File: config.mk
export PLATFORM = sky130hd
export DESIGN_NAME = i2c_master_seq
export DESIGN_NICKNAME = d
export VERILOG_FILES = /design/src/i2c_ms_pkg.sv /design/src/i2c_master_seq.sv
export SDC_FILE = /design/constraint.sdc
export NUM_CORES = 1
export LEC_CHECK = 0
export BUFFER_PORTS_ARGS = -buffer_cell sky130_fd_sc_hd__buf_2
export CAP_MARGIN = 20
export CORE_MARGIN = 4
export CORE_UTILIZATION = 45
export CTS_CLUSTER_SIZE = 40
export DETAILED_ROUTE_END_ITERATION = 10
export GPL_TIMING_DRIVEN = 0
export PLACE_DENSITY = 0.66
export SETUP_SLACK_MARGIN = 0.4
export SYNTH_ARGS = -nofsm -noshare
export SYNTH_HDL_FRONTEND = slang
export SYNTH_SLANG_ARGS = --single-unit
File: constraint.sdc
create_clock -name CLK_SYS -period 6.1 [get_ports CLK_SYS]
set_input_delay 0.305 -clock CLK_SYS [delete_from_list [all_inputs] [get_ports CLK_SYS]]
set_output_delay 0.305 -clock CLK_SYS [all_outputs]
set_load 0.005 [all_outputs]
File: src/i2c_ms_pkg.sv
// Purpose: Shared constants and state list for the I2C master sequencer.
// Assumes: APB with 32-bit data, one word per register.
// Notes: Byte offsets below are the APB addresses.
package i2c_ms_pkg;
    // Register byte offsets
    localparam logic [7:0] OFS_CTRL = 8'h00;
    localparam logic [7:0] OFS_STATUS = 8'h04;
    localparam logic [7:0] OFS_RATE = 8'h08;
    localparam logic [7:0] OFS_BUF = 8'h0C;
    // Control register fields
    localparam int CTRL_EN = 0;
    localparam int CTRL_START = 1;
    localparam int CTRL_RESTART = 2;
    localparam int CTRL_HALT = 3;
    localparam int CTRL_ACK = 4;
    localparam int CTRL_ACKLVL = 5;
    localparam int CTRL_IRQEN = 6;
    // Status register fields
    localparam int ST_FULL = 0;
    localparam int ST_WRITE_COLLISION_FLAG = 1;
    localparam int ST_IRQ = 2;
    localparam int ST_ARB = 3;
    localparam int ST_SDET = 4;
    localparam int ST_PDET = 5;
    localparam int ST_ACKSTAT = 6;
    localparam int ST_BUSY = 7;
    // Reset values and sizes
    localparam logic [6:0] RATE_RST = 7'h09;
    localparam logic [3:0] BITS_PER_FRAME = 4'h9;
    localparam logic [3:0] DATA_BITS = 4'h8;
    localparam logic [2:0] SYNC_RST = 3'h7;
    // Sequencer states
    typedef enum logic [4:0] {
        S_IDLE, S_ST_CHK, S_ST_A, S_ST_B,
        S_RS_A, S_RS_B, S_RS_C, S_RS_D, S_RS_E, S_RS_F,
        S_TX_LOW, S_TX_REL, S_TX_HIGH,
        S_AK_LOW, S_AK_REL, S_AK_HIGH,
        S_SP_A, S_SP_B, S_SP_C, S_SP_D, S_SP_E
    } state_t;
endpackage

File: src/i2c_master_seq.sv
// Purpose: I2C master acknowledge, stop, start and collision sequencing with APB access.
// Assumes: Open-drain pins, rate counter ticks at zero, pins sampled on CLK_SYS.
// Notes: Control bits accept new sequences only while idle and enabled.
`timescale 1ns/1ns
module i2c_master_seq (
    input wire logic CLK_SYS, // System clock, 20 MHz
    input wire logic RST, // Synchronous reset, active high
    input wire logic PSEL, // APB select
    input wire logic PENABLE, // APB access phase
    input wire logic PWRITE, // APB direction
    input wire logic [7:0] PADDR, // APB byte address
    input wire logic [31:0] PWDATA, // APB write data
    output logic [31:0] PRDATA, // APB read data
    output logic PREADY, // APB ready
    output logic PSLVERR, // APB error on unmapped address
    input wire logic SCL_IN, // SCL pin level
    output logic SCL_OUT, // SCL pin drive value, always low
    output logic SCL_OE, // SCL pull low when high
    input wire logic SDA_IN, // SDA pin level
    output logic SDA_OUT, // SDA pin drive value, always low
    output logic SDA_OE, // SDA pull low when high
    input wire logic SLEEP, // Processor asleep
    output logic WAKE, // Wake request to processor
    output logic IRQ // Port interrupt flag
);
    typedef struct packed {
        i2c_ms_pkg::state_t st;
        logic [2:0] scl_s;
        logic [2:0] sda_s;
        logic scl_f;
        logic sda_f;
        logic scl_p;
        logic sda_p;
        logic [6:0] cnt;
        logic run;
        logic en;
        logic start_en;
        logic restart_en;
        logic halt_sequence_enable;
        logic ack_sequence_enable;
        logic ack_level_bit;
        logic irq_en;
        logic [6:0] rate;
        logic [7:0] buf_v;
        logic [7:0] shf;
        logic [3:0] bitn;
        logic buffer_full_flag;
        logic write_collision_flag;
        logic serial_port_irq_flag;
        logic arbitration_loss_flag;
        logic s_det;
        logic p_det;
        logic ack_stat;
        logic scl_oe;
        logic sda_oe;
        logic pready;
        logic pslverr;
        logic [31:0] prdata;
        logic wake;
    } regs_t;

    regs_t q;
    regs_t r;

    // Collision: abort whatever runs, release both lines, drop sequence enables
    function automatic regs_t collide(input regs_t x);
        regs_t y;
        y = x;
        y.arbitration_loss_flag = 1'b1;
        y.st = i2c_ms_pkg::S_IDLE;
        y.scl_oe = 1'b0;
        y.sda_oe = 1'b0;
        y.buffer_full_flag = 1'b0;
        y.start_en = 1'b0;
        y.restart_en = 1'b0;
        y.halt_sequence_enable = 1'b0;
        y.ack_sequence_enable = 1'b0;
        y.run = 1'b0;
        return y;
    endfunction

    // Rate counter load; a reload of zero still gives one cycle
    function automatic regs_t reload(input regs_t x);
        regs_t y;
        y = x;
        y.cnt = x.rate;
        y.run = 1'b1;
        return y;
    endfunction

    // Next-state logic for the whole block
    always_comb begin
        logic tick;
        logic busy;
        logic acc;
        logic [7:0] stat;
        r = q;
        tick = q.run && (q.cnt == 7'h00);
        busy = (q.st != i2c_ms_pkg::S_IDLE);
        acc = PSEL && PENABLE;
        stat = {busy, q.ack_stat, q.p_det, q.s_det, q.arbitration_loss_flag,
                q.serial_port_irq_flag, q.write_collision_flag, q.buffer_full_flag};
        if (q.run && (q.cnt != 7'h00)) begin
            r.cnt = q.cnt - 7'h01;
        end
        // Three-stage pin filter; level changes once stages two and three agree
        r.scl_s = {q.scl_s[1:0], SCL_IN};
        r.sda_s = {q.sda_s[1:0], SDA_IN};
        if (q.scl_s[1] == q.scl_s[2]) begin
            r.scl_f = q.scl_s[2];
        end
        if (q.sda_s[1] == q.sda_s[2]) begin
            r.sda_f = q.sda_s[2];
        end
        r.scl_p = q.scl_f;
        r.sda_p = q.sda_f;

        // APB: one wait state, so prdata and pslverr are registered
        r.pready = 1'b0;
        if (acc && !q.pready) begin
            r.pready = 1'b1;
            r.pslverr = 1'b0;
            r.prdata = 32'h0000_0000;
            if (PADDR == i2c_ms_pkg::OFS_CTRL) begin
                r.prdata[6:0] = {q.irq_en, q.ack_level_bit, q.ack_sequence_enable,
                                 q.halt_sequence_enable, q.restart_en, q.start_en, q.en};
            end else if (PADDR == i2c_ms_pkg::OFS_STATUS) begin
                r.prdata[7:0] = stat;
            end else if (PADDR == i2c_ms_pkg::OFS_RATE) begin
                r.prdata[6:0] = q.rate;
            end else if (PADDR == i2c_ms_pkg::OFS_BUF) begin
                r.prdata[7:0] = q.buf_v;
            end else begin
                r.pslverr = 1'b1;
            end
        end else if (acc && q.pready && PWRITE) begin
            // Write lands on the edge that completes the transfer
            if (PADDR == i2c_ms_pkg::OFS_CTRL) begin
                r.en = PWDATA[i2c_ms_pkg::CTRL_EN];
                r.irq_en = PWDATA[i2c_ms_pkg::CTRL_IRQEN];
                r.ack_level_bit = PWDATA[i2c_ms_pkg::CTRL_ACKLVL];
                // No queueing: sequence bits only taken while idle
                if (!busy && PWDATA[i2c_ms_pkg::CTRL_EN]) begin
                    r.start_en = PWDATA[i2c_ms_pkg::CTRL_START];
                    r.restart_en = PWDATA[i2c_ms_pkg::CTRL_RESTART];
                    r.halt_sequence_enable = PWDATA[i2c_ms_pkg::CTRL_HALT];
                    r.ack_sequence_enable = PWDATA[i2c_ms_pkg::CTRL_ACK];
                end
            end else if (PADDR == i2c_ms_pkg::OFS_STATUS) begin
                // Write one to clear; hardware sets below win
                if (PWDATA[i2c_ms_pkg::ST_WRITE_COLLISION_FLAG]) r.write_collision_flag = 1'b0;
                if (PWDATA[i2c_ms_pkg::ST_IRQ]) r.serial_port_irq_flag = 1'b0;
                if (PWDATA[i2c_ms_pkg::ST_ARB]) r.arbitration_loss_flag = 1'b0;
            end else if (PADDR == i2c_ms_pkg::OFS_RATE) begin
                r.rate = PWDATA[6:0];
            end else if (PADDR == i2c_ms_pkg::OFS_BUF) begin
                if (busy || q.buffer_full_flag || !q.en) begin
                    r.write_collision_flag = 1'b1;
                end else begin
                    // Always restart from bit 7 of the new byte
                    r.buf_v = PWDATA[7:0];
                    r.shf = PWDATA[7:0];
                    r.bitn = 4'h0;
                    r.buffer_full_flag = 1'b1;
                    r.st = i2c_ms_pkg::S_TX_LOW;
                    r.scl_oe = 1'b1;
                    r.sda_oe = !PWDATA[7];
                    r = reload(r);
                end
            end
        end

        // Sequencer; each case runs on filtered pin levels
        case (q.st)
            i2c_ms_pkg::S_IDLE: begin
                // Keep the count that a buffer write has just started
                if (r.st == i2c_ms_pkg::S_IDLE) begin
                    r.run = 1'b0;
                end
                if (q.start_en) begin
                    r.st = i2c_ms_pkg::S_ST_CHK;
                end else if (q.restart_en) begin
                    r.scl_oe = 1'b1;
                    r.st = i2c_ms_pkg::S_RS_A;
                end else if (q.ack_sequence_enable) begin
                    r.scl_oe = 1'b1;
                    r.sda_oe = !q.ack_level_bit;
                    r.st = i2c_ms_pkg::S_AK_LOW;
                    r = reload(r);
                end else if (q.halt_sequence_enable) begin
                    r.scl_oe = 1'b1;
                    r.sda_oe = 1'b1;
                    r.st = i2c_ms_pkg::S_SP_A;
                end
            end
            i2c_ms_pkg::S_ST_CHK: begin
                if (!q.sda_f || !q.scl_f) begin
                    r = collide(r);
                end else begin
                    r.st = i2c_ms_pkg::S_ST_A;
                    r = reload(r);
                end
            end
            i2c_ms_pkg::S_ST_A: begin
                if (!q.scl_f) begin
                    r = collide(r);
                end else if (!q.sda_f || tick) begin
                    // Another master won SDA first: assert at once, not a loss
                    r.sda_oe = 1'b1;
                    r.st = i2c_ms_pkg::S_ST_B;
                    r = reload(r);
                end
            end
            i2c_ms_pkg::S_ST_B: begin
                if (tick) begin
                    r.scl_oe = 1'b1;
                    r.start_en = 1'b0;
                    r.serial_port_irq_flag = 1'b1;
                    r.st = i2c_ms_pkg::S_IDLE;
                end
            end
            i2c_ms_pkg::S_RS_A: begin
                if (!q.scl_f) begin
                    r.sda_oe = 1'b0;
                    r.st = i2c_ms_pkg::S_RS_B;
                end
            end
            i2c_ms_pkg::S_RS_B: begin
                if (q.sda_f) begin
                    r.st = i2c_ms_pkg::S_RS_C;
                    r = reload(r);
                end
            end
            i2c_ms_pkg::S_RS_C: begin
                if (tick) begin
                    r.scl_oe = 1'b0;
                    r.run = 1'b0;
                    r.st = i2c_ms_pkg::S_RS_D;
                end
            end
            i2c_ms_pkg::S_RS_D: begin
                if (q.scl_f) begin
                    if (!q.sda_f) begin
                        r = collide(r);
                    end else begin
                        r.st = i2c_ms_pkg::S_RS_E;
                        r = reload(r);
                    end
                end
            end
            i2c_ms_pkg::S_RS_E: begin
                if (!q.scl_f && q.sda_f) begin
                    r = collide(r);
                end else if (tick) begin
                    r.sda_oe = 1'b1;
                    r.st = i2c_ms_pkg::S_RS_F;
                    r = reload(r);
                end
            end
            i2c_ms_pkg::S_RS_F: begin
                if (tick) begin
                    r.scl_oe = 1'b1;
                    r.restart_en = 1'b0;
                    r.serial_port_irq_flag = 1'b1;
                    r.st = i2c_ms_pkg::S_IDLE;
                end
            end
            i2c_ms_pkg::S_TX_LOW: begin
                if (tick) begin
                    r.scl_oe = 1'b0;
                    r.run = 1'b0;
                    r.st = i2c_ms_pkg::S_TX_REL;
                end
            end
            i2c_ms_pkg::S_TX_REL: begin
                // Clock stretching: high time counts from SCL seen high
                if (q.scl_f) begin
                    r.st = i2c_ms_pkg::S_TX_HIGH;
                    r = reload(r);
                end
            end
            i2c_ms_pkg::S_TX_HIGH: begin
                if (!q.sda_oe && !q.sda_f && q.bitn < i2c_ms_pkg::DATA_BITS) begin
                    r = collide(r);
                end else if (tick) begin
                    r.scl_oe = 1'b1;
                    r.bitn = q.bitn + 4'h1;
                    r.shf = {q.shf[6:0], 1'b0};
                    if (q.bitn == i2c_ms_pkg::DATA_BITS) begin
                        r.ack_stat = q.sda_f;
                        r.sda_oe = 1'b0;
                        r.run = 1'b0;
                        r.serial_port_irq_flag = 1'b1;
                        r.st = i2c_ms_pkg::S_IDLE;
                    end else begin
                        r.sda_oe = (q.bitn + 4'h1 < i2c_ms_pkg::DATA_BITS) && !q.shf[6];
                        if (q.bitn + 4'h1 == i2c_ms_pkg::DATA_BITS) begin
                            r.buffer_full_flag = 1'b0;
                        end
                        r.st = i2c_ms_pkg::S_TX_LOW;
                        r = reload(r);
                    end
                end
            end
            i2c_ms_pkg::S_AK_LOW: begin
                if (tick) begin
                    r.scl_oe = 1'b0;
                    r.run = 1'b0;
                    r.st = i2c_ms_pkg::S_AK_REL;
                end
            end
            i2c_ms_pkg::S_AK_REL: begin
                if (q.scl_f) begin
                    r.st = i2c_ms_pkg::S_AK_HIGH;
                    r = reload(r);
                end
            end
            i2c_ms_pkg::S_AK_HIGH: begin
                if (q.ack_level_bit && !q.sda_f) begin
                    r = collide(r);
                end else if (tick) begin
                    r.scl_oe = 1'b1;
                    r.ack_sequence_enable = 1'b0;
                    r.run = 1'b0;
                    r.st = i2c_ms_pkg::S_IDLE;
                end
            end
            i2c_ms_pkg::S_SP_A: begin
                if (!q.sda_f) begin
                    r.st = i2c_ms_pkg::S_SP_B;
                    r = reload(r);
                end
            end
            i2c_ms_pkg::S_SP_B: begin
                if (tick) begin
                    r.scl_oe = 1'b0;
                    r.st = i2c_ms_pkg::S_SP_C;
                    r = reload(r);
                end
            end
            i2c_ms_pkg::S_SP_C: begin
                if (tick) begin
                    r.sda_oe = 1'b0;
                    r.run = 1'b0;
                    r.st = i2c_ms_pkg::S_SP_D;
                end
            end
            i2c_ms_pkg::S_SP_D: begin
                if (q.sda_f && q.scl_f) begin
                    r.p_det = 1'b1;
                    r.s_det = 1'b0;
                    r.st = i2c_ms_pkg::S_SP_E;
                    r = reload(r);
                end
            end
            i2c_ms_pkg::S_SP_E: begin
                if (tick) begin
                    r.halt_sequence_enable = 1'b0;
                    r.serial_port_irq_flag = 1'b1;
                    r.run = 1'b0;
                    r.st = i2c_ms_pkg::S_IDLE;
                end
            end
            default: begin
                r.st = i2c_ms_pkg::S_IDLE;
            end
        endcase

        // Bus monitor keeps running after a loss and in sleep
        if (q.sda_f && !q.sda_p && q.scl_f && q.scl_p) begin
            r.p_det = 1'b1;
            r.s_det = 1'b0;
            // Own stop raises its flag one period later instead
            if (q.st != i2c_ms_pkg::S_SP_D) begin
                r.serial_port_irq_flag = 1'b1;
            end
        end else if (!q.sda_f && q.sda_p && q.scl_f && q.scl_p) begin
            r.s_det = 1'b1;
            r.p_det = 1'b0;
        end

        // Disabled port: abort transfer, free lines, forget bus state
        if (!q.en) begin
            r.st = i2c_ms_pkg::S_IDLE;
            r.scl_oe = 1'b0;
            r.sda_oe = 1'b0;
            r.run = 1'b0;
            r.s_det = 1'b0;
            r.p_det = 1'b0;
            r.buffer_full_flag = 1'b0;
            r.start_en = 1'b0;
            r.restart_en = 1'b0;
            r.halt_sequence_enable = 1'b0;
            r.ack_sequence_enable = 1'b0;
        end

        // Wake only when the flag could interrupt the processor
        r.wake = r.serial_port_irq_flag && q.irq_en && SLEEP;
    end

    // State register; reset frees the bus and clears all control
    always_ff @(posedge CLK_SYS) begin
        if (RST) begin
            q <= '0;
            q.st <= i2c_ms_pkg::S_IDLE;
            q.rate <= i2c_ms_pkg::RATE_RST;
            q.scl_s <= i2c_ms_pkg::SYNC_RST;
            q.sda_s <= i2c_ms_pkg::SYNC_RST;
            q.scl_f <= 1'b1;
            q.sda_f <= 1'b1;
            q.scl_p <= 1'b1;
            q.sda_p <= 1'b1;
        end else begin
            q <= r;
        end
    end

    // Outputs straight from flops; pins only ever pull low
    assign PRDATA = q.prdata;
    assign PREADY = q.pready;
    assign PSLVERR = q.pslverr;
    assign SCL_OUT = 1'b0;
    assign SCL_OE = q.scl_oe;
    assign SDA_OUT = 1'b0;
    assign SDA_OE = q.sda_oe;
    assign WAKE = q.wake;
    assign IRQ = q.serial_port_irq_flag;
endmodule

After elaboration in Yosys (flattened, before gate mapping)
Index checks and enable logic that the tools add are counted.
{"block": "totals", "out_inout_bits": 40, "input_bits": 48, "ff_bits": 101}
{"block": "op_classes", "n_bitwise": 1, "eq_ne": 28, "n_reduce_logical": 47, "n_lt_le_gt_ge": 2, "addsub": 2, "muxes": 128}
{"operator": "$mux 101", "count": 21}
{"operator": "$pmux 35 s13", "count": 1}
{"operator": "$pmux 32 s13", "count": 1}
{"operator": "$mux 64", "count": 5}
{"operator": "$mux 58", "count": 5}
{"operator": "$pmux 17 s12", "count": 1}
{"operator": "$mux 100", "count": 1}
{"operator": "$mux 49", "count": 2}
{"operator": "$mux 98", "count": 1}
{"operator": "$pmux 5 s19", "count": 1}
{"operator": "$mux 86", "count": 1}
{"operator": "$mux 36", "count": 2}
{"operator": "$mux 71", "count": 1}
{"operator": "$pmux 1 s14", "count": 5}
{"operator": "$mux 66", "count": 1}
{"operator": "$mux 8", "count": 8}
{"operator": "$mux 5", "count": 11}
{"operator": "$pmux 4 s13", "count": 1}
{"operator": "$mux 7", "count": 7}
{"operator": "$eq 5x4->1 const B", "count": 8}
{"operator": "$mux 40", "count": 1}
{"operator": "$mux 37", "count": 1}
{"operator": "$mux 1", "count": 36}
{"operator": "$mux 34", "count": 1}
{"operator": "31 further kinds", "count": 85}

Longest topological paths before layout
Gate-level depths: netlist of run 1.
{"block": "logic_depth", "ltp_word": 33, "depth_mapped": 10}

Worst setup path before layout of run 1
Ideal clock, no wire load.
{"block": "synth_path", "path_type": "input-to-reg", "start": "input port PADDR[5]", "end": "register q[80] (netlist name)", "n_path_buf": 1, "setup_ps": 132, "t_arrival_ps": 2204, "stages": 7, "t_required_ps": 5968, "slack_ps": 3765, "path_cell_list": "or4_4 -> or4_4 -> buf_6 -> mux2_4 -> nor3_2 -> o2111a_1 -> o32ai_1"}
{"block": "synth_between", "elab_chain_len": 20, "word_cells_on_any_way": 41, "cone_classes": "eq/ne: 3; mux: 37; reduce/logical: 1"}
{"item": "start, declared", "line_no": "i2c_master_seq.sv:11", "source": "input wire logic [7:0] PADDR,"}
{"item": "$eq 8x4->1", "line_no": "i2c_master_seq.sv:156", "source": "end else if (PADDR == i2c_ms_pkg::OFS_BUF) begin"}
{"item": "$mux 101", "line_no": "i2c_master_seq.sv:156"}
{"item": "$mux 101", "line_no": "i2c_master_seq.sv:154", "source": "end else if (PADDR == i2c_ms_pkg::OFS_RATE) begin"}
{"item": "$mux 101", "line_no": "i2c_master_seq.sv:149", "source": "end else if (PADDR == i2c_ms_pkg::OFS_STATUS) begin"}
{"item": "$mux 101", "line_no": "i2c_master_seq.sv:138", "source": "if (PADDR == i2c_ms_pkg::OFS_CTRL) begin"}
{"item": "$mux 101", "line_no": "i2c_master_seq.sv:136", "source": "end else if (acc && q.pready && PWRITE) begin"}
{"item": "$mux 101", "line_no": "i2c_master_seq.sv:120", "source": "if (acc && !q.pready) begin"}
{"item": "$mux 7 or $mux 30 (tied branches)", "line_no": "i2c_master_seq.sv:154"}
{"item": "[... 4 more ...]"}
{"item": "$mux 71 or $mux 23 (tied branches)", "line_no": "i2c_master_seq.sv:138"}
{"item": "$mux 101 *", "line_no": "i2c_master_seq.sv:136"}
{"item": "$mux 101 *", "line_no": "i2c_master_seq.sv:120"}
{"item": "$mux 66 *", "line_no": "i2c_master_seq.sv:120"}
{"item": "$mux 7 or $mux 49 (tied branches)", "line_no": "i2c_master_seq.sv:289, i2c_master_seq.sv:185"}
{"item": "$mux 101 or $mux 49 (tied branches)", "line_no": "i2c_master_seq.sv:285, i2c_master_seq.sv:182"}
{"item": "$mux 101 or $mux 86 (tied branches)", "line_no": "i2c_master_seq.sv:283, i2c_master_seq.sv:180"}
{"item": "$pmux 17 s12 *", "line_no": "i2c_master_seq.sv:174", "source": "case (q.st)"}
{"item": "end signal, assigned", "line_no": "i2c_master_seq.sv:414", "source": "q <= r;"}
{"item": "end, declared", "line_no": "i2c_master_seq.sv:62", "source": "regs_t q;"}
Mark *: on every way between the ends. The rest lies on a longest branch, timed or not. The select of a mux whose other input is x is not followed.
A chain may end at the register's enable or synchronous reset.

Worst setup path in the final report of run 1
{"block": "layout_path", "start": "register q[100] (netlist name)", "end": "register q[49] (netlist name)"}
{"block": "layout_between", "elab_chain_len": 27, "word_cells_on_any_way": 55, "cone_classes": "eq/ne: 12; mux: 39; reduce/logical: 4"}
{"item": "$reduce_bool 5->1", "line_no": "i2c_master_seq.sv:99", "source": "busy = (q.st != i2c_ms_pkg::S_IDLE);"}
{"item": "$logic_or 1x1->1 (2 in series)", "line_no": "i2c_master_seq.sv:157", "source": "if (busy || q.buffer_full_flag || !q.en) begin"}
{"item": "$mux 58", "line_no": "i2c_master_seq.sv:157"}
{"item": "$mux 101", "line_no": "i2c_master_seq.sv:156"}
{"item": "$mux 101", "line_no": "i2c_master_seq.sv:154"}
{"item": "$mux 101", "line_no": "i2c_master_seq.sv:149"}
{"item": "$mux 101", "line_no": "i2c_master_seq.sv:138"}
{"item": "$mux 101", "line_no": "i2c_master_seq.sv:136"}
{"item": "[... 10 more ...]"}
{"item": "$mux 71", "line_no": "i2c_master_seq.sv:138"}
{"item": "$mux 101", "line_no": "i2c_master_seq.sv:136"}
{"item": "$mux 101", "line_no": "i2c_master_seq.sv:120"}
{"item": "$mux 66", "line_no": "i2c_master_seq.sv:120"}
{"item": "$mux 49", "line_no": "i2c_master_seq.sv:185", "source": "end else if (q.ack_sequence_enable) begin"}
{"item": "$mux 49", "line_no": "i2c_master_seq.sv:182", "source": "end else if (q.restart_en) begin"}
{"item": "$mux 86", "line_no": "i2c_master_seq.sv:180", "source": "if (q.start_en) begin"}
{"item": "$pmux 32 s13 *", "line_no": "i2c_master_seq.sv:174"}
Marks and branches as above.

==> impl_metrics.csv, run 1 <==
group,metric,value,unit
worst_setup_path,path_class,"reg2reg",
final_layout,fin_cells,925,
worst_setup_path,cp_max_fo,10,
synthesis,ys_seq_area_share,28.5,%
timing,period_share,53.7,%
synthesis,synth_ff_type,"dfxtp_1",
synthesis,syn-instance-count,703,
worst_setup_path,r2r_slack,2.83,ns
placement,dpl.hpwl,16300,µm
grt,grt_overflow_total,0,
clock_tree,postCtsSetupBuffers,0,
power_and_ir_drop,power.leakage,2.36,nW
drt,drt_iter0_drc,714,
clock_tree,cts_resized,0,
synthesis,ys_warn_count,0,
synthesis,yosys.area.top_type_share,28.5,%
worst_setup_path,cp-startpoint,"q[100]",
final_layout,layout-drive-gt1-share,16.0,%
placement,placed_area,5790,µm²
floorplan,start_util,46.3,%
grt,grt_pass1_vias,5659,
clock_tree,cts_tree,"built",
synthesis,synthTopCellsByCount,"dfxtp_1 (76), nor2_1 (70), nand2_1 (66)",
final_layout,final_util,53.2,%
synthesis,ys_ff_latch,76,
placement,io_buffers,37,
floorplan,fp.dieH,117,µm
synthesis,synth_top_area_cell,"dfxtp_1",
grt,grt_max_degree,15,
clock_tree,cts.sinks,76,
timing,setup_tns,0,ns
synthesis,synth_most_common_cell,"dfxtp_1",
clock_tree,cts_max_level,3,
power_and_ir_drop,p_per_area,188,nW/µm²
clock_tree,clk_pin_slew,0.06,ns
hold_path,min_path_type,"in2reg",
drt,wl,21100,µm
timing,finalCriticalPeriod,3.27,ns
floorplan,io_pins,88,
final_layout,design_area,6130,µm²
clock_tree,cts_hold_buf,0,
final_layout,syn_to_final_growth,14.9,%
final_layout,diodes,0,
drt,via_per_inst,6.46,
drt,drc_errors,0,
power_and_ir_drop,irDropWorstVdd,0.000197,V
synthesis,syn_area,5330,µm²
outcome,status,"finished clean",
worst_setup_path,reg2reg_from,"q[100]",
floorplan,placementRows,39,
synthesis,avgSynthCellArea,7.59,µm²
timing,max_freq,0.305,GHz
timing,slew_viol_final,0,
worst_setup_path,cp_data_arrival_time,3.51,ns
timing,setup_viol,0,
clock_tree,clk_path_buf_depth,2,
placement,dpl_worst_slack,3.00,ns
worst_setup_path,cp.required,6.34,ns
synthesis,synthTopCellsByArea,"dfxtp_1 (29%), buf_4 (4.9%), nor2_1 (4.9%)",
grt,grt_pass1_wl,32000,µm
grt,track_usage,31.2,%
clock_tree,cts_buffers,9,
drt,wire_per_inst,22.8,µm
synthesis,async_flop_share,0,%
synthesis,synthDistinctLibCells,70,
timing,fin_ws,2.83,ns
placement,place_inst,908,
worst_setup_path,end_kind,"register",
drt,vias,5978,
clock_tree,clk_latency,0.34,ns
drt,drtPass1Iterations,5,
placement,gp_congestion,1.04,
hold_path,hp-start,"SCL_IN",
timing,finalHoldViolations,0,
drt,drtAntennaViolNets,0,
floorplan,die_area,13700,µm²
floorplan,die_x,117,µm
worst_setup_path,critPathLaunchType,"register",
synthesis,synth_edf_count,0,
flow_run,maxCapViolations,0,
timing,fin_skew,0.00576,ns
final_layout,layout.nets,828,
timing,slew_headroom,24.5,%
timing,tightest_slew,1.12,ns
clock_tree,cts-root-buf,"clkbuf_16",
timing,rsz0062_at_grt,"false",
floorplan,core_area,11500,µm²
grt,antenna_found_initial,1,
## sequential cells by signal, summed over array words and instances (netlist names)
| signal | cells |
|---|---|
| IRQ | 1 |
| PRDATA | 8 |
| PREADY | 1 |
| PSLVERR | 1 |
| SCL_OE | 1 |
| SDA_OE | 1 |
| WAKE | 1 |
| q | 62 |
## cells in the final DEF, fill, tap and decap left out, drive strengths merged, types with 4 or more instances in the layout
cell    count
buf        87
dfxtp      76
nor2       70
nand2      66
clkbuf     48
a21oi      46
o21ai      44
conb       26
nor3       26
a211oi     23
inv        19
nand2b     16
nand3      15
nor2b      15
or2        13
mux2i      13
a22oi      13
or3         9
a31oi       8
mux2        8
o32ai       7
and3        7
o22ai       7
mux4        7
a311oi      7
nor4        6
xnor2       6
o211ai      6
a32oi       6
nand4       5
xor2        5
or4         5
nand3b      4
o21bai      4
## cell families (layout without fill, tap and decap cells)
| logic type | Yosys count | after routing | synth area share (%) |
|---|---|---|---|
| xor+xnor | 11 | 11 | 1.81 |
| other cells | 1 | 26 | 0.0703 |
| simple gates | 274 | 274 | 26.0 |
| fa+ha+maj | 3 | 3 | 0.704 |
| compound gates | 204 | 204 | 25.5 |
| flops | 76 | 76 | 28.5 |
| buf+inv | 106 | 160 | 10.3 |
| mux | 28 | 28 | 7.15 |
## final cells by class
cell class	count	area, µm²
buffer	87	475
clock buffer	10	239
clock inverter	6	93.8
fill	1109	5390
inverter	19	71.3
multi-input combinational	546	3360
sequential	76	1520
tap	143	179
timing repair buffer	38	190
## report_power, final
group,switching (W),internal [W],total [W]
logic,0.0000312,0.0000246,0.0000558
clock network,0.000222,0.000373,0.000595
registers,0.00000125,0.000499,0.000500
## layer usage
metal	track usage (%)	vias up	wire length, µm
li1	-	2672	-
met2	46.2	399	8990
met4	13.3	0	852
met1	42.6	2829	8860
met3	8.74	78	2370
met5	0	-	0
## metrics by stage
step | hold WS [ns] | power (W)
3_5_place_dp | 0.404 | 0.000565
2_1_floorplan | 0.389 | 0.000545
6_report | 0.149 | 0.00115
5_1_grt | 0.150 | 0.00118
4_1_cts | 0.148 | 0.00115
3_3_place_gp | 0.399 | 0.000564
## critical path, cell delays in order, from the launching register on
cell      delay (ns)
dfxtp_1         0.37
nor4_1          0.69
nand4b_1        0.32
nor3_1          0.97
buf_2           0.39
nand2_1         0.15
a311oi_1        0.27
## final timing paths
kind | endpoint | depth (start not counted)
setup reg to reg | q[49] | 6
hold reg to reg | q[91] | 1
hold / removal | q[93] | 2
setup / recovery | q[49] | 6
(Power assumes the default switching activity.)
==> run 2, diff against run 1 <==
--- a/config.mk
+++ b/config.mk
@@ -5,6 +5,7 @@
 export SDC_FILE = /design/constraint.sdc
 export NUM_CORES = 1
 export LEC_CHECK = 0
+export ABC_AREA = 1
 export BUFFER_PORTS_ARGS = -buffer_cell sky130_fd_sc_hd__buf_2
 export CAP_MARGIN = 20
 export CORE_MARGIN = 4
@@ -12,7 +13,7 @@
 export CTS_CLUSTER_SIZE = 40
 export DETAILED_ROUTE_END_ITERATION = 10
 export GPL_TIMING_DRIVEN = 0
-export PLACE_DENSITY = 0.66
+export PLACE_DENSITY = 0.69
 export SETUP_SLACK_MARGIN = 0.4
 export SYNTH_ARGS = -nofsm -noshare
 export SYNTH_HDL_FRONTEND = slang
==> constraint.sdc (replaced) <==
create_clock -name CLK_SYS -period 2.8 [get_ports CLK_SYS]
set_input_delay 0.14 -clock CLK_SYS [delete_from_list [all_inputs] [get_ports CLK_SYS]]
set_output_delay 0.14 -clock CLK_SYS [all_outputs]
set_load 0.005 [all_outputs]
==> run 2 against run 1 <==
Net effect: total power grew 110%; setup slack lost 2.2 ns; register-to-register slack lost 2.2 ns; synthesized cell count grew 15%; final cell count grew 12%; largest cell class unchanged; largest power group unchanged.
==> impl_metrics.csv, run 2 <==
group,metric,value,unit
timing,fin_skew,0.00830,ns
final_layout,layout-drive-gt1-share,15.1,%
clock_tree,cts-root-buf,"clkbuf_16",
synthesis,async_flop_share,0,%
hold_path,min_path_type,"in2reg",
synthesis,syn_area,5070,µm²
final_layout,seq_area,1520,µm²
final_layout,layout_commonest_cell,"nand2_1",
synthesis,avgSynthCellArea,6.26,µm²
final_layout,syn_to_final_growth,15.6,%
timing,fin_ws,0.624,ns
synthesis,synthTopCellsByArea,"dfxtp_1 (30%), nand2_1 (12%), inv_1 (8.1%)",
grt,grt_overflow_total,0,
timing,period_share,77.7,%
clock_tree,cts_buffers,9,
floorplan,fp.dieH,114,µm
synthesis,ys_seq_area_share,30.0,%
timing,setup_viol,0,
floorplan,die_x,114,µm
final_layout,layout.nets,939,
worst_setup_path,path_cells,"buf_2, inv_1, nor2_1, inv_1, nand2_2, nand2_1, nor2_1, nand3_1, nor3_1, nor3_1",
synthesis,synth_top_area_cell,"dfxtp_1",
flow_run,maxCapViolations,0,
final_layout,diodes,0,
placement,dpl_worst_slack,0.519,ns
worst_setup_path,slowest_delay,0.34,ns
grt,track_usage,26.2,%
drt,drtAntennaViolNets,0,
synthesis,synth_ff_type,"dfxtp_1",
grt,grt_pass1_wl,26300,µm
placement,dpl.hpwl,13300,µm
power_and_ir_drop,combPwrFrac,4.9,%
clock_tree,cts.sinks,76,
timing,tightest_slew,0.743,ns
floorplan,start_util,46.4,%
clock_tree,clk_latency,0.34,ns
synthesis,synthTopCellsByCount,"nand2_1 (166), inv_1 (109), nor2_1 (104)",
power_and_ir_drop,power.leakage,2.89,nW
worst_setup_path,cp_data_arrival_time,2.40,ns
clock_tree,clk_path_buf_depth,2,
final_layout,multiInputGateArea,2860,µm²
synthesis,synthDistinctLibCells,43,
power_and_ir_drop,p_sw,0.000554,W
drt,vias,5584,
worst_setup_path,end_kind,"register",
timing,slew_headroom,50.3,%
drt,drt_iter0_drc,510,
synthesis,ys_warn_count,0,
placement,io_buffers,36,
final_layout,layout_common_cells,"nand2_1 (166), inv_1 (109), nor2_1 (104)",
timing,finalCriticalPeriod,2.18,ns
power_and_ir_drop,switching_share,23.2,%
drt,drc_errors,0,
power_and_ir_drop,p_per_area,406,nW/µm²
final_layout,regMostFlops,"q",
floorplan,die_area,13000,µm²
drt,drtPass1Iterations,7,
synthesis,yosys.area.top_type_share,30.0,%
final_layout,fin_cells,1033,
synthesis,ys_ff_latch,76,
floorplan,core_area,10900,µm²
synthesis,synth_edf_count,0,
synthesis,synth_most_common_cell,"nand2_1",
timing,setup_tns,0,ns
worst_setup_path,critPathLaunchType,"register",
power_and_ir_drop,p_seq_share,45.8,%
placement,gp_congestion,1.02,
worst_setup_path,path_class,"reg2reg",
drt,wire_per_inst,16.5,µm
power_and_ir_drop,fin_total_pwr,0.00238,W
worst_setup_path,cp_max_fo,10,
worst_setup_path,cp.required,3.02,ns
clock_tree,cts_max_level,3,
timing,max_freq,0.459,GHz
timing,finalHoldViolations,0,
power_and_ir_drop,internal_power,0.00183,W
outcome,status,"finished clean",
power_and_ir_drop,p_clk_share,49.3,%
clock_tree,clk_pin_slew,0.06,ns
worst_setup_path,path_delay_family,"simple AND/OR/NAND/NOR gates",
drt,via_per_inst,5.41,
synthesis,syn-instance-count,811,
floorplan,io_pins,88,
power_and_ir_drop,irDropWorstVdd,0.000294,V
drt,wl,17000,µm
grt,grt_max_degree,14,
clock_tree,cts_tree,"built",
worst_setup_path,cp.buffers_inverters,3,
final_layout,fill_cells,1165,
timing,rsz0062_at_grt,"false",
grt,grt_pass1_vias,4937,
grt,antenna_found_initial,0,
floorplan,placementRows,38,
placement,place_inst,1012,
timing,slew_viol_final,0,
worst_setup_path,cp_slowest_cell,"dfxtp_1",
final_layout,largest_reg_flops,62,
-- run 2: stage by stage --
stage | hold slack, ns | area [µm²] | util [%]
2_1_floorplan | 0.244 | 5170 | -
3_3_place_gp | 0.323 | 5520 | 50.5
3_5_place_dp | 0.331 | 5520 | 50.5
4_1_cts | 0.0186 | 5830 | 53.4
5_1_grt | 0.0360 | 5860 | 53.6
6_report | 0.0220 | 5860 | 53.6
-- run 2: power by group through the flow --
stage,Combinational (W),Sequential [W],Clock (W)
2_1_floorplan,0.0000700,0.00111,0
3_3_place_gp,0.000111,0.00111,0
3_5_place_dp,0.000112,0.00111,0
4_1_cts,0.000114,0.00109,0.00119
5_1_grt,0.000129,0.00109,0.00124
6_report,0.000117,0.00109,0.00118
-- run 2: kinds of logic (layout without fill, tap and decap cells) --
group / Yosys count / count (layout) / share of synthesized area (%)
simple gates: 400 / 400 / 35.0
buf+inv: 169 / 226 / 15.6
compound gates: 156 / 156 / 17.5
flops: 76 / 76 / 30.0
xor+xnor: 6 / 6 / 1.04
fa+ha+maj: 3 / 3 / 0.740
other cells: 1 / 26 / 0.0739
-- run 2: worst paths after layout --
check                           depth (start not counted)    end  slack (ns)  startpoint
worst max-delay path                                   10  q[76]        0.62       q[88]
worst min-delay path                                    3   WAKE        0.02       SLEEP
worst max register to register                         10  q[76]        0.62       q[88]
worst min register to register                          1  q[94]        0.41       q[93]
-- run 2: final cells by class --
cell class,count,share of cell area (%)
multi-input combinational,591,48.7
sequential,76,25.9
inverter,117,7.49
buffer,52,6.08
clock buffer,10,3.90
timing repair buffer,41,3.80
tap,140,2.99
clock inverter,6,1.07
-- run 2: repair_timing --
item / 4_1_cts / 5_1_grt
setup endpoints to repair: 0 / 7
gates resized for setup: 0 / 3
hold buffers: 2 / 0
setup buffers: 0 / 3
endpoints found under the hold margin: 2 / 0
-- run 2: metal layers --
layer	routed length (µm)	share of wire, %	track usage, %
met1	7460	44	36.8
met2	7400	43	39.7
met3	1770	10	5.66
met4	411	2.4	9.03
met5	0	0	0
-- run 2: worst reg2reg max path, cell delays in order, from the launching register on --
cell and delay (ns):
dfxtp_1 0.34, buf_2 0.26, inv_1 0.20, nor2_1 0.14, inv_1 0.09, nand2_2 0.14, nand2_1 0.15, nor2_1 0.16
nand3_1 0.14, nor3_1 0.34, nor3_1 0.09
==> run 3, diff against run 2 <==
--- a/config.mk
+++ b/config.mk
@@ -13,7 +13,7 @@
 export CTS_CLUSTER_SIZE = 40
 export DETAILED_ROUTE_END_ITERATION = 10
 export GPL_TIMING_DRIVEN = 0
-export PLACE_DENSITY = 0.69
+export PLACE_DENSITY = 0.66
 export SETUP_SLACK_MARGIN = 0.4
 export SYNTH_ARGS = -nofsm -noshare
 export SYNTH_HDL_FRONTEND = slang
==> constraint.sdc (replaced) <==
create_clock -name CLK_SYS -period 2.05 [get_ports CLK_SYS]
set_input_delay 0.1025 -clock CLK_SYS [delete_from_list [all_inputs] [get_ports CLK_SYS]]
set_output_delay 0.1025 -clock CLK_SYS [all_outputs]
set_load 0.005 [all_outputs]
==> run 3 against run 2 <==
Net effect: sequential share of layout area decreased by 5.9 points; global-route usage increased by 5.9 points; sequential power increased by 36%; critical endpoint is now q[85]; first-iteration DRC count increased by 32%; register-to-register slack got worse by 0.54 ns; sequential cell count unchanged; setup slack got worse by 0.54 ns; clock power increased by 57%.
==> impl_metrics.csv, run 3 (synthesis results as in run 2) <==
group,metric,value,unit
drt,drc_errors,0,
grt,antenna_found_initial,0,
drt,wl,21800,µm
final_layout,layout_commonest_cell,"nand2_1",
floorplan,start_util,46.4,%
floorplan,die_area,13000,µm²
worst_setup_path,path_class,"reg2reg",
power_and_ir_drop,power.leakage,3.56,nW
floorplan,placementRows,38,
clock_tree,clk_latency,0.35,ns
timing,tightest_slew,0.742,ns
placement,gp_congestion,0.956,
final_layout,layout.nets,1015,
timing,fin_ws,0.0854,ns
worst_setup_path,cp_data_arrival_time,2.25,ns
placement,place_inst,1012,
final_layout,largest_reg_flops,62,
grt,grt_overflow_total,0,
worst_setup_path,cp.required,2.34,ns
timing,finalCriticalPeriod,1.96,ns
worst_setup_path,r2r_slack,0.09,ns
final_layout,final_util,70.7,%
worst_setup_path,cp_max_fo,2,
grt,grt_pass1_wl,32000,µm
timing,finalHoldViolations,0,
floorplan,core_area,10900,µm²
floorplan,fp.dieH,114,µm
hold_path,min_path_type,"in2reg",
final_layout,layout_common_cells,"nand2_1 (119), inv_1 (88), buf_4 (82)",
worst_setup_path,critPathLaunchType,"register",
drt,drt_iter0_drc,674,
drt,wire_per_inst,19.7,µm
grt,grt_max_degree,15,
final_layout,seq_area,1550,µm²
worst_setup_path,crit_path_end,"q[85]",
clock_tree,clk_pin_slew,0.07,ns
outcome,status,"finished clean",
flow_run,maxCapViolations,0,
clock_tree,cts-root-buf,"clkbuf_16",
final_layout,multiInputGateArea,3780,µm²
timing,max_freq,0.509,GHz
timing,slew_viol_final,0,
timing,rsz0062_at_grt,"true",
floorplan,die_x,114,µm
worst_setup_path,r2r-end,"q[85]",
timing,slew_headroom,50.5,%
final_layout,fin_cells,1109,
final_layout,diodes,0,
clock_tree,cts.sinks,76,
timing,setup_viol,0,
final_layout,layout-drive-gt1-share,40.4,%
worst_setup_path,reg2reg_depth,13,
placement,dpl.hpwl,14600,µm
clock_tree,clk_path_buf_depth,2,
final_layout,syn_to_final_growth,52.4,%
placement,dpl_worst_slack,-0.201,ns
floorplan,io_pins,88,
final_layout,regMostFlops,"q",
clock_tree,cts_max_level,3,
placement,io_buffers,36,
drt,drtAntennaViolNets,0,
power_and_ir_drop,irDropWorstVdd,0.000572,V
timing,fin_skew,0.0139,ns
drt,via_per_inst,5.77,
clock_tree,cts_tree,"built",
timing,period_share,95.8,%
grt,grt_pass1_vias,5946,
power_and_ir_drop,p_per_area,454,nW/µm²
worst_setup_path,end_kind,"register",
grt,track_usage,32.1,%
final_layout,fill_cells,901,
drt,drtPass1Iterations,8,
worst_setup_path,cp-startpoint,"q[77]",
drt,vias,6395,
clock_tree,cts_buffers,9,
worst_setup_path,reg2reg_from,"q[77]",
[run 3: changes by cell type in the layout (fill, tap and decap cells not counted), sizes merged]
cell	previous run	this run
bufinv	1	2
clkinv	5	2
inv	117	115
buf	81	156
clkinvlp	0	4
dlygate4sd3	2	3
[run 3: per-layer routing]
layer	track usage, %	routed length [µm]	up-vias
met3	8.88	2410	95
met4	14.1	889	0
met1	41.7	8460	2969
met2	50.0	10000	420
li1	-	-	2911
met5	0	0	-
[run 3: through the flow]
step / instance area, µm² / TNS [ns] / power, W / hold WS [ns]
after floorplan: 5170 / 0 / 0.00162 / 0.206
after global placement: 5530 / -1.84 / 0.00167 / 0.289
after detailed placement: 5530 / -1.80 / 0.00167 / 0.291
after CTS: 7180 / 0 / 0.00349 / 0.0840
after global routing: 7730 / 0 / 0.00359 / 0.113
final: 7730 / 0 / 0.00351 / 0.108
[run 3: worst min-delay path by stage]
stage,startpoint,end,cells after the start
2_1_floorplan,SDA_IN,q[90],1
3_3_place_gp,SCL_IN,q[93],2
3_5_place_dp,SDA_IN,q[90],2
4_1_cts,PWDATA[6],q[71],3
5_1_grt,PWDATA[2],q[58],3
6_report,PWDATA[6],q[71],3
[run 3: layout make-up]
| cell class | count | share of cell area, % |
|---|---|---|
| clock inverters | 6 | 1.23 |
| repair buffers | 117 | 12.8 |
| inverters | 117 | 6.36 |
| flip-flops and latches | 76 | 20.1 |
| well taps | 140 | 2.27 |
| plain buffers | 52 | 5.28 |
| multi-input cells | 591 | 48.9 |
| clock buffers | 10 | 3.09 |
[run 3: worst max-delay path, cell delays in order, from the launching register on]
cell and delay [ns]:
dfxtp_1 0.36, inv_1 0.10, nor2_2 0.17, nand4_1 0.14
buf_6 0.17, nor2_4 0.10, buf_4 0.12, buf_4 0.09
nand3_1 0.18, nand3_2 0.16, nand3_1 0.09, nand3_1 0.11
nor2_2 0.04, nor2_1 0.07
[run 3: timing repair]
action / in CTS / in global routing
resized for setup: 231 / 111
pin swaps: 46 / 56
setup endpoints to repair: 47 / 54
setup buffers: 53 / 21
hold buffers: 3 / 0
hold endpoints to repair: 3 / 0
cloned: 4 / 0
[run 3: where the power goes]
part / internal [W] / switching [W] / leakage (nW)
Clock: 0.00111 / 0.000734 / 0.157
Combinational: 0.0000745 / 0.000107 / 2.79
Sequential: 0.00148 / 0.00000492 / 0.619
